File: src/design/lcd_consts.svh
`ifndef LCD_CONSTS_SVH
`define LCD_CONSTS_SVH

// ****************************************************************
// register indices (byte address = 4 * index)
// ****************************************************************
`define LCD_IDX_IRQ_FLAGS   10'h00c
`define LCD_IDX_IRQ_ENABLES 10'h08c
`define LCD_IDX_PRESCALE    10'h10e
`define LCD_IDX_CONTROL     10'h10f
`define LCD_IDX_PIXEL_BASE  10'h110
`define LCD_IDX_PIXEL_LAST  10'h11f

// ****************************************************************
// field positions and reset values
// ****************************************************************
`define LCD_FRAME_IRQ_BIT   3
`define LCD_FRAME_IRQ_POS   7
`define LCD_CTRL_RESET      8'h00
`define LCD_PRESCALE_RESET  4'h0
`define LCD_CTRL_WRITE_MASK 8'hdf

// ****************************************************************
// timing counts
// ****************************************************************
`define LCD_SYS_DIV_LAST    8'hff
`define LCD_SLOTS_NORMAL    7'h7f
`define LCD_SLOTS_THREE     7'h5f
`define LCD_PIXEL_REGS      16
`define LCD_PIXEL_LAST      4'hf
`define LCD_RC_NOMINAL_KHZ  14

`endif

File: src/design/lcd_pkg.sv
package lcd_pkg;

    // control register layout, bit 7 down to bit 0
    typedef struct packed {
        logic       drive_enable;
        logic       stop_in_sleep;
        logic       unused_zero;
        logic       voltage_generator_on;
        logic [1:0] timing_source_select;
        logic [1:0] common_count_select;
    } lcd_ctrl_t;

    // pixel fetch sequencer
    typedef enum logic [2:0] {
        LCD_F_IDLE = 3'b001,
        LCD_F_READ = 3'b010,
        LCD_F_HOLD = 3'b100
    } lcd_fetch_t;

endpackage

File: src/design/lcd_frame_timing.sv
// Contract
// drive_enable set drives the panel; clear turns all drive off
// stop_in_sleep set halts module in processor sleep; clear keeps displaying
// control bit 5 and prescale bits 7..4 always read zero
// voltage_generator_on powers the internal drive-voltage generator
// timing_source_select: 00 sysclk/256, 01 Timer1 input, 1x RC oscillator
// common_count_select 00..11 gives one to four commons
// one common uses static bias, more commons use one-third bias
// static, two and four commons: frame = source / (128*(prescale+1))
// three commons: frame = source / (96*(prescale+1))
// prescale register holds four read/write bits, reset zero
// RC oscillator powered down unless selected and module enabled
// system-clock divider fixed at 256; rate set only by prescale
// software enables Timer1 oscillator to use it as source
// each frame starts at leading edge of the first common
// frame flag set right after pixel fetch, fixed time before boundary
// next frame's fetch begins within the frame write window
// each pixel bit controls exactly one segment and common pair
// pixel bit one drives pixel dark, zero leaves it clear
// unused pixel bits stay ordinary read/write storage
// pixel array is sixteen eight-bit registers
// frame flag in bit 7 of irq flags, enable in bit 7 of enables
// sleep with stop_in_sleep stops at once, all lines at minimum level
// frame flag stays set until software clears it
//
// Decided for this implementation: the APB register port.
`include "lcd_consts.svh"

module lcd_frame_timing
    import lcd_pkg::*;
(
    input  wire logic        clk_in,
    input  wire logic        arst_n_in,
    input  wire logic        psel_in,
    input  wire logic        penable_in,
    input  wire logic        pwrite_in,
    input  wire logic [11:0] paddr_in,
    input  wire logic [31:0] pwdata_in,
    output logic      [31:0] prdata_out,
    output logic             pready_out,
    output logic             pslverr_out,
    input  wire logic        sleep_in,
    input  wire logic        timer1_clock_input_in,
    input  wire logic        timer1_osc_enable_in,
    input  wire logic        rc_osc_clock_in,
    output logic      [3:0]  common_drive_out,
    output logic      [31:0] segment_drive_out,
    output logic             frame_polarity_out,
    output logic             bias_third_out,
    output logic             voltage_generator_on_out,
    output logic             rc_osc_enable_out,
    output logic             panel_drive_out,
    output logic             frame_irq_out
);

    // ****************************************************************
    // declarations
    // ****************************************************************
    lcd_ctrl_t   ctrl;
    logic [3:0]  frame_prescale_value;
    logic        frame_irq_flag;
    logic        frame_irq_enable;
    logic [7:0]  pixel_mem [`LCD_PIXEL_REGS];
    logic [9:0]  reg_idx;
    logic        wr_en;
    logic        rd_setup;
    logic        idx_pixel;
    logic        idx_mapped;
    logic [7:0]  next_rdata;
    logic        flag_clear;
    logic        run;
    logic [7:0]  sys_div;
    logic        sys_div_tick;
    logic        t1_prev;
    logic        rc_prev;
    logic        src_tick;
    logic [3:0]  presc_cnt;
    logic        slot_tick;
    logic [6:0]  slot;
    logic [6:0]  slot_last;
    logic [1:0]  com_idx;
    lcd_fetch_t  fstate;
    logic [3:0]  fidx;
    logic        fetch_done;
    logic [127:0] shadow;
    logic [127:0] display;

    // ****************************************************************
    // apb slave
    // ****************************************************************
    assign reg_idx   = paddr_in[11:2];
    assign wr_en     = psel_in & penable_in & pready_out & pwrite_in;
    assign rd_setup  = psel_in & ~penable_in;
    assign idx_pixel = (reg_idx >= `LCD_IDX_PIXEL_BASE) && (reg_idx <= `LCD_IDX_PIXEL_LAST);
    assign idx_mapped = idx_pixel || (reg_idx == `LCD_IDX_IRQ_FLAGS) ||
                        (reg_idx == `LCD_IDX_IRQ_ENABLES) ||
                        (reg_idx == `LCD_IDX_PRESCALE) || (reg_idx == `LCD_IDX_CONTROL);

    // read mux; unimplemented bits come back as zero
    always_comb begin
        next_rdata = 8'h00;
        if (idx_pixel) begin
            next_rdata = pixel_mem[reg_idx[3:0]];
        end else begin
            case (reg_idx)
                `LCD_IDX_IRQ_FLAGS:   next_rdata = {frame_irq_flag, 7'h00};
                `LCD_IDX_IRQ_ENABLES: next_rdata = {frame_irq_enable, 7'h00};
                `LCD_IDX_PRESCALE:    next_rdata = {4'h0, frame_prescale_value};
                `LCD_IDX_CONTROL:     next_rdata = ctrl & `LCD_CTRL_WRITE_MASK;
                default:              next_rdata = 8'h00;
            endcase
        end
    end

    // one wait-free access: answer is ready in the first access cycle
    always_ff @(posedge clk_in or negedge arst_n_in) begin
        if (!arst_n_in) begin
            pready_out  <= 1'b0;
            prdata_out  <= 32'h0000_0000;
            pslverr_out <= 1'b0;
        end else begin
            pready_out <= rd_setup;
            if (rd_setup) begin
                prdata_out  <= {24'h00_0000, next_rdata};
                pslverr_out <= ~idx_mapped;
            end else begin
                pslverr_out <= 1'b0;
            end
        end
    end

    // control and prescale registers; bit 5 and prescale top never stored
    always_ff @(posedge clk_in or negedge arst_n_in) begin
        if (!arst_n_in) begin
            ctrl                 <= `LCD_CTRL_RESET;
            frame_prescale_value <= `LCD_PRESCALE_RESET;
        end else if (wr_en) begin
            if (reg_idx == `LCD_IDX_CONTROL) begin
                ctrl <= pwdata_in[7:0] & `LCD_CTRL_WRITE_MASK;
            end
            if (reg_idx == `LCD_IDX_PRESCALE) begin
                frame_prescale_value <= pwdata_in[3:0];
            end
        end
    end

    // pixel storage; every bit is plain memory whatever the mode
    always_ff @(posedge clk_in or negedge arst_n_in) begin
        if (!arst_n_in) begin
            for (int i = 0; i < `LCD_PIXEL_REGS; i++) begin
                pixel_mem[i] <= 8'h00;
            end
        end else if (wr_en && idx_pixel) begin
            pixel_mem[reg_idx[3:0]] <= pwdata_in[7:0];
        end
    end

    // interrupt flag and enable; a fetch completing wins over a clear
    assign flag_clear = wr_en && (reg_idx == `LCD_IDX_IRQ_FLAGS) &&
                        !pwdata_in[`LCD_FRAME_IRQ_POS];
    always_ff @(posedge clk_in or negedge arst_n_in) begin
        if (!arst_n_in) begin
            frame_irq_flag   <= 1'b0;
            frame_irq_enable <= 1'b0;
        end else begin
            if (fetch_done) begin
                frame_irq_flag <= 1'b1;
            end else if (wr_en && (reg_idx == `LCD_IDX_IRQ_FLAGS)) begin
                frame_irq_flag <= pwdata_in[`LCD_FRAME_IRQ_POS];
            end
            if (wr_en && (reg_idx == `LCD_IDX_IRQ_ENABLES)) begin
                frame_irq_enable <= pwdata_in[`LCD_FRAME_IRQ_POS];
            end
        end
    end

    // ****************************************************************
    // timing sources
    // ****************************************************************
    // module runs only when enabled and not parked by sleep
    assign run = ctrl.drive_enable & ~(sleep_in & ctrl.stop_in_sleep);

    // fixed divide by 256, no software access to the ratio
    always_ff @(posedge clk_in or negedge arst_n_in) begin
        if (!arst_n_in) begin
            sys_div <= 8'h00;
        end else begin
            sys_div <= sys_div + 8'h01;
        end
    end
    assign sys_div_tick = (sys_div == `LCD_SYS_DIV_LAST);

    // slow source edges; both pins are already in the clk_in domain
    always_ff @(posedge clk_in or negedge arst_n_in) begin
        if (!arst_n_in) begin
            t1_prev <= 1'b0;
            rc_prev <= 1'b0;
        end else begin
            t1_prev <= timer1_clock_input_in;
            rc_prev <= rc_osc_clock_in;
        end
    end

    // source mux; Timer1 only counts once its oscillator is enabled
    always_comb begin
        case (ctrl.timing_source_select)
            2'b00:   src_tick = sys_div_tick;
            2'b01:   src_tick = timer1_clock_input_in & ~t1_prev &
                                timer1_osc_enable_in;
            default: src_tick = rc_osc_clock_in & ~rc_prev;
        endcase
    end

    // ****************************************************************
    // frame timing
    // ****************************************************************
    // prescaler: one slot per (prescale + 1) source ticks
    assign slot_tick = run & src_tick & (presc_cnt == frame_prescale_value);
    always_ff @(posedge clk_in or negedge arst_n_in) begin
        if (!arst_n_in) begin
            presc_cnt <= 4'h0;
        end else if (!run || slot_tick) begin
            presc_cnt <= 4'h0;
        end else if (src_tick) begin
            presc_cnt <= presc_cnt + 4'h1;
        end
    end

    // three commons fit 32 slots each into 96, all else use 128
    assign slot_last = (ctrl.common_count_select == 2'b10) ? `LCD_SLOTS_THREE
                                                           : `LCD_SLOTS_NORMAL;

    // slot counter; wrap to zero is the frame boundary
    always_ff @(posedge clk_in or negedge arst_n_in) begin
        if (!arst_n_in) begin
            slot               <= 7'h00;
            frame_polarity_out <= 1'b0;
        end else if (!run) begin
            slot               <= 7'h00;
            frame_polarity_out <= 1'b0;
        end else if (slot_tick) begin
            if (slot >= slot_last) begin
                slot               <= 7'h00;
                frame_polarity_out <= ~frame_polarity_out;
            end else begin
                slot <= slot + 7'h01;
            end
        end
    end

    // active common from slot position and mode
    always_comb begin
        case (ctrl.common_count_select)
            2'b00:   com_idx = 2'd0;
            2'b01:   com_idx = {1'b0, slot[6]};
            default: com_idx = slot[6:5];
        endcase
    end

    // ****************************************************************
    // pixel fetch
    // ****************************************************************
    // fetch runs in the last slot so the flag precedes the boundary
    // by a fixed time; needs 16 clocks, shorter than one slot of the sysclk/256 source
    assign fetch_done = (fstate == LCD_F_READ) && (fidx == `LCD_PIXEL_LAST);
    always_ff @(posedge clk_in or negedge arst_n_in) begin
        if (!arst_n_in) begin
            fstate  <= LCD_F_IDLE;
            fidx    <= 4'h0;
            shadow  <= '0;
            display <= '0;
        end else if (!run) begin
            fstate <= LCD_F_IDLE;
            fidx   <= 4'h0;
        end else begin
            case (fstate)
                LCD_F_IDLE: begin
                    if (slot_tick && (slot == slot_last - 7'h01)) begin
                        fstate <= LCD_F_READ;
                        fidx   <= 4'h0;
                    end
                end
                LCD_F_READ: begin
                    shadow[fidx*8 +: 8] <= pixel_mem[fidx];
                    fidx <= fidx + 4'h1;
                    if (fidx == `LCD_PIXEL_LAST) begin
                        fstate <= LCD_F_HOLD;
                    end
                end
                LCD_F_HOLD: begin
                    if (slot_tick && (slot >= slot_last)) begin
                        display <= shadow;
                        fstate  <= LCD_F_IDLE;
                    end
                end
                default: fstate <= LCD_F_IDLE;
            endcase
        end
    end

    // ****************************************************************
    // panel drive outputs
    // ****************************************************************
    // registered drive; everything low is the minimum-voltage state
    always_ff @(posedge clk_in or negedge arst_n_in) begin
        if (!arst_n_in) begin
            common_drive_out  <= 4'h0;
            segment_drive_out <= 32'h0000_0000;
            panel_drive_out   <= 1'b0;
        end else if (!run) begin
            common_drive_out  <= 4'h0;
            segment_drive_out <= 32'h0000_0000;
            panel_drive_out   <= 1'b0;
        end else begin
            common_drive_out  <= 4'h1 << com_idx;
            segment_drive_out <= display[com_idx*32 +: 32];
            panel_drive_out   <= 1'b1;
        end
    end

    // bias, generator and oscillator power controls, and the frame interrupt output
    always_ff @(posedge clk_in or negedge arst_n_in) begin
        if (!arst_n_in) begin
            bias_third_out           <= 1'b0;
            voltage_generator_on_out <= 1'b0;
            rc_osc_enable_out        <= 1'b0;
            frame_irq_out            <= 1'b0;
        end else begin
            bias_third_out           <= (ctrl.common_count_select != 2'b00);
            voltage_generator_on_out <= ctrl.voltage_generator_on & run;
            rc_osc_enable_out        <= ctrl.timing_source_select[1] & run;
            frame_irq_out            <= frame_irq_flag & frame_irq_enable;
        end
    end
endmodule

File: config.mk
export PLATFORM = sky130hd
export DESIGN_NAME = lcd_frame_timing
export DESIGN_NICKNAME = d
export VERILOG_FILES = /design/src/design/lcd_pkg.sv /design/src/design/lcd_frame_timing.sv
export VERILOG_INCLUDE_DIRS = /design/src /design/src/design
export SDC_FILE = /design/constraint.sdc
export NUM_CORES = 1
export LEC_CHECK = 0
export BUFFER_PORTS_ARGS = -buffer_cell sky130_fd_sc_hd__buf_4
export CAP_MARGIN = 30
export CORE_MARGIN = 4
export CORE_UTILIZATION = 30
export DETAILED_ROUTE_END_ITERATION = 16
export PLACE_DENSITY_LB_ADDON = 0.15
export SYNTH_ARGS = -nofsm -noshare
export SYNTH_HDL_FRONTEND = slang
export SYNTH_SLANG_ARGS = --single-unit
File: constraint.sdc
create_clock -name clk_in -period 3 [get_ports clk_in]
set_input_delay 0.3 -clock clk_in [delete_from_list [all_inputs] [get_ports clk_in]]
set_output_delay 0.3 -clock clk_in [all_outputs]
set_load 0.01 [all_outputs]
* Word-level counts from Yosys, hierarchy flattened
Index checks and enable logic that the tools add are counted.
W data, S select, Z words.
** Storage, ports and cells
- Register bits after elaboration :: 477
- Latch bits :: 0
- Bits in writable memories :: 0
- Memory bits (read-only) :: 0
- Bits of input ports :: 53
- Output and inout bits :: 76
- Logic and storage cells :: 165
- Memories :: 0
** Cells by class
- Add/sub/neg operators :: 6
- Multiply operators :: 0
- Divide/modulo/power cells :: 0
- Order comparisons :: 6
- Eq/ne operators :: 20
- Shift-type cells :: 4
- Multiplexer cells :: 37
- Bitwise operators :: 22
- Reduce and logical (&&, ||, !) cells :: 26
** Operators with widths (number)
- $bwmux W128 :: 2
- $shift A8 B34 Y128 const A :: 1
- $shiftx A128 B8 Y32 :: 1
- $shiftx A8 B34 Y128 :: 1
- $bmux W8 S4 :: 2
- $mux W8 :: 6
- $neg A7 Y34 :: 1
- $demux W8 S4 :: 1
- $mux W32 :: 1
- $pmux W8 S4 :: 1
- $mux W7 :: 3
- $eq A10 B9 Y1 const B :: 2
- $mux W4 :: 5
- $and A1 B1 Y1 :: 14
- $mux W3 :: 4
- $eq A10 B4 Y1 const B :: 1
- $eq A10 B8 Y1 const B :: 1
- $ge A10 B9 Y1 const B :: 1
- $ge A5 B5 Y1 const B :: 2
- $le A10 B9 Y1 const B :: 1
- $not A4 Y5 :: 2
- $reduce_and A2 Y1 :: 5
- $pmux W3 S3 :: 1
- $add A4 B1 Y4 const B :: 2
- other kinds (31) :: 60

* Logic depth before layout (Yosys ltp)
- Depth after elaboration :: 10
- Depth in mapped cells :: 11
- Depth with buffers taken out :: 7

* Least setup slack after synthesis
Ideal clock, no wire load.
- Path kind :: flip-flop to flip-flop
- Start :: register fidx[0]
- End :: register shadow[96]
- Setup time :: 0.083 ns
- Arrival :: 3.068 ns
- Required time :: 2.917 ns
- Setup slack :: -0.151 ns
- Stages on the path, launching flop included :: 12
- Path buffers :: 4
- Clock period less this slack :: 3.151 ns
- Path through :: dfrtp_1 -> buf_2 -> buf_2 -> buf_2 -> inv_1 -> ha_1 -> nand2b_1 -> a31o_2 -> or4_4 -> or4_1 -> buf_2 -> o2bb2ai_1
** On the way
- Cells in the longest elaborated chain, start to end :: 6
- Elaborated cells on any way between the ends :: 8
- Those cells by class :: add/sub: 1; shift: 2; mux: 4; bitwise: 1
** Ends and longest elaborated chain
- start, declared :: RTL line lcd_frame_timing.sv:83 : logic [3:0] fidx;
- start signal, assigned :: RTL line lcd_frame_timing.sv:285 : fidx <= fidx + 4'h1;
- $not A4 Y5 (not written as such) :: RTL line lcd_frame_timing.sv:284 : shadow[fidx*8 +: 8] <= pixel_mem[fidx];
- $bmux W8 S4 :: RTL line lcd_frame_timing.sv:284
- $mux W8 (not written as such) (2 in a row) :: RTL line lcd_frame_timing.sv:284
- $shiftx A8 B34 Y128 :: RTL line lcd_frame_timing.sv:284
- $bwmux W128 (*) :: RTL line lcd_frame_timing.sv:284
- end signal, assigned by index :: RTL line lcd_frame_timing.sv:284
- end, declared :: RTL line lcd_frame_timing.sv:85 : logic [127:0] shadow;
Mark *: on every way between the ends. The rest lies on a longest branch, timed or not. The select of a mux whose other input is x is not followed.
A chain may end at the register's enable or synchronous reset.

* Final worst setup path
- Start :: register fidx[1]
- End :: register shadow[118]
Same word-level chain as after synthesis.

==> results.json <==
{
  "status": "complete, no violations",
  "finalHoldViolCount": 0,
  "drc": 0,
  "die_x_um": 273,
  "hold_buffers": 3,
  "ys_seq_area_frac": 0.568,
  "post_cts_buffers": 0,
  "dieArea_sq_mm": 0.0744,
  "use_met2": 0.262,
  "grt_max_degree": 66,
  "cts_buffers": 54,
  "busiest_layer": "met2",
  "wire_per_inst_um": 22.4,
  "grt_overflow": 0,
  "critPathLaunchType": "flip-flop",
  "synth_area_per_cell_sq_um": 13.9,
  "rr_startpoint": "fidx[1]$_DFFE_PN0P_",
  "nNetsFinal": 1699,
  "wirelength_um": 58300,
  "crit_end": "shadow[118]$_DFFE_PN0P_",
  "synth_cell_types": 70,
  "hp-start": "paddr_in[9]",
  "grt_pass1_wl_um": 90100,
  "yosysMostFrequentCell": "dfrtp_1",
  "synth_top_area_cell": "dfrtp_1",
  "cts_resized": 0,
  "synthCells": 1515,
  "first_iter_violations": 791,
  "rr_worst_depth": 7,
  "fin_skew_ns": 0.0130,
  "power.density_mw_per_mm2": 536,
  "core_sq_mm": 0.0691,
  "critical_path_arrival_ns": 3.24,
  "final.setup.tns_ns": 0,
  "end_kind": "flip-flop",
  "met1_usage": 0.219,
  "crit_required_ns": 3.48,
  "cts_tree": "built",
  "finalSetupViolCount": 0,
  "io_buffers": 78,
  "synth-seq-cells": 477,
  "ys_warn_count": 0,
  "max_freq_ghz": 0.363,
  "antenna_found_initial": 0,
  "dp.final_hpwl_um": 37500,
  "yosysTopAreaCellShare": 0.567,
  "worstSetupPathType": "reg -> reg",
  "grt_pass1_vias": 13900,
  "synth_common_cells": "476 x dfrtp_1, 323 x mux2_2, 113 x nand2_1",
  "r2r-end": "shadow[118]$_DFFE_PN0P_",
  "clock_path_buffers": 3,
  "rsz0062_at_grt": "no",
  "clk_pin_slew_ns": 0.06,
  "synth_edf_count": 0,
  "startpoint": "fidx[1]$_DFFE_PN0P_",
  "n_antenna_cell": 0,
  "synthArstFlopShare": 1.00,
  "relSlewSlack": 0.502,
  "synth_area_sq_mm": 0.0210,
  "cts.sinks": 477,
  "insertion_delay_ns": 0.60,
  "viasPerCell": 5.07,
  "dieHeight_um": 273,
  "power.total_w": 0.0133,
  "dr.pass1.iters": 7,
  "r2r_setup_slack_ns": 0.25,
  "place_congestion": 0.755,
  "synth_ff_type": "dfrtp_1",
  "grtUsageMet3": 0.0241,
  "layout-area-overhead-vs-synth_pct": 18.0,
  "cp_max_fo": 8,
  "start_util": 0.304,
  "drive_gt1_frac": 0.392,
  "grt_usage": 0.157,
  "cts-root-buf": "clkbuf_16",
  "synth_area_leaders": "dfrtp_1 57%, mux2_2 17%, mux4_2 6.9%, o2bb2ai_1 2.1%, nand2_1 2.0%",
  "fin_crit_ns": 2.75,
  "vdd_drop_max_uv": 339,
  "vias": 13200,
  "postRouteAntennaNets": 0,
  "cts_max_level": 2,
  "tightest_slew_ns": 0.747,
  "drv_cap": 0,
  "p_leak_nw": 11.3,
  "final_max_slew_viol_count": 0,
  "min_path_type": "in -> reg",
  "rows": 96,
  "io_pins": 129,
  "fin_crit_sh": 0.918
}
## state kept, by name (all words and copies together) (netlist names), 3 cells and up
| signal | count |
|---|---|
| display | 128 |
| shadow | 128 |
| fstate | 3 |
| common_drive_out | 4 |
| prdata_out | 8 |
| fidx | 4 |
| slot | 7 |
| presc_cnt | 4 |
| pixel_mem | 128 |
| sys_div | 8 |
| ctrl | 7 |
| segment_drive_out | 32 |
| frame_prescale_value | 4 |
## logic make-up after synthesis
logic type	Yosys count	share of synthesized area
xor+xnor	14	0.00583
compound gates	243	0.0859
flops	477	0.568
buf+inv	128	0.0311
other cells	1	0.000178
simple gates	251	0.0595
mux	391	0.244
fa+ha+maj	10	0.00595
## critical path, stage by stage, from the launching register on
cell and delay, ns:
dfrtp_1 0.45, inv_1 0.17, ha_1 0.18, buf_4 0.13, mux2_2 0.37, nor2_1 0.41, nand2_1 0.51, mux2_2 0.42
## through the flow
| stage | instance area (sq um) | hold slack, ns | setup WS [ns] | utilization | instances |
|---|---|---|---|---|---|
| detailed placement | 23000 | 0.336 | 0.257 | 0.334 | 2508 |
| CTS | 24800 | 0.0216 | 0.238 | 0.359 | 2601 |
| floorplan | 21100 | 0.00441 | 0.0391 | - | 1538 |
| global route | 24800 | 0.0566 | 0.139 | 0.359 | 2601 |
| global placement | 23000 | 0.336 | 0.306 | 0.334 | 2508 |
| finish | 24800 | 0.0762 | 0.245 | 0.359 | 2601 |
## per-layer routing
layer	wire, um	vias up
met1	26900	7014
met4	906	0
met2	28300	227
li1	-	5887
met3	2150	57
met5	0	-
## power by group
group	switching, W	internal, W	total (W)	leakage [nW]
clock	0.00266	0.00381	0.00648	0.854
sequential	0.00000980	0.00645	0.00646	6.62
combinational	0.000260	0.000102	0.000362	3.87
total	0.00293	0.0104	0.0133	11.3
## how the worst min path moves through the flow
| stage | cells after the start | slack [ns] | to |
|---|---|---|---|
| after floorplan | 0 | 0.004 | bias_third_out$_DFF_PN0_ |
| after global placement | 1 | 0.34 | segment_drive_out[8]$_DFF_PN0_ |
| after detailed placement | 1 | 0.34 | segment_drive_out[8]$_DFF_PN0_ |
| after CTS | 3 | 0.02 | frame_irq_enable$_DFFE_PN0P_ |
| after global routing | 3 | 0.06 | frame_irq_enable$_DFFE_PN0P_ |
| final | 3 | 0.08 | frame_irq_enable$_DFFE_PN0P_ |
## layout by cell type, fill, tap and decap left out, types with 9 or more instances in the layout
master     count
inv_1          9
nand3_1       23
buf_12        14
mux2_2       323
clkinv_2      10
nor2_1        29
nand2_1      113
a21oi_1       54
mux4_2        64
a222oi_1      32
clkbuf_8       9
clkbuf_1      10
o31ai_1        9
clkbuf_16     55
xor2_1         9
o2bb2ai_1     50
nand2b_1       9
buf_4        142
o21ai_0       36
dfrtp_1      475
a22oi_1       10
conb_1        24
ha_1          10
and2_1        11
## area by class of cell
type / count / area, sq um
sequential: 477 / 11900
clock buffer: 74 / 1540
clock inverter: 16 / 178
fill: 6732 / 44300
timing repair buffer: 160 / 1390
tap: 931 / 1160
inverter: 10 / 50.0
multi-input combinational: 933 / 8530
Power figures use the tool's default switching activity.
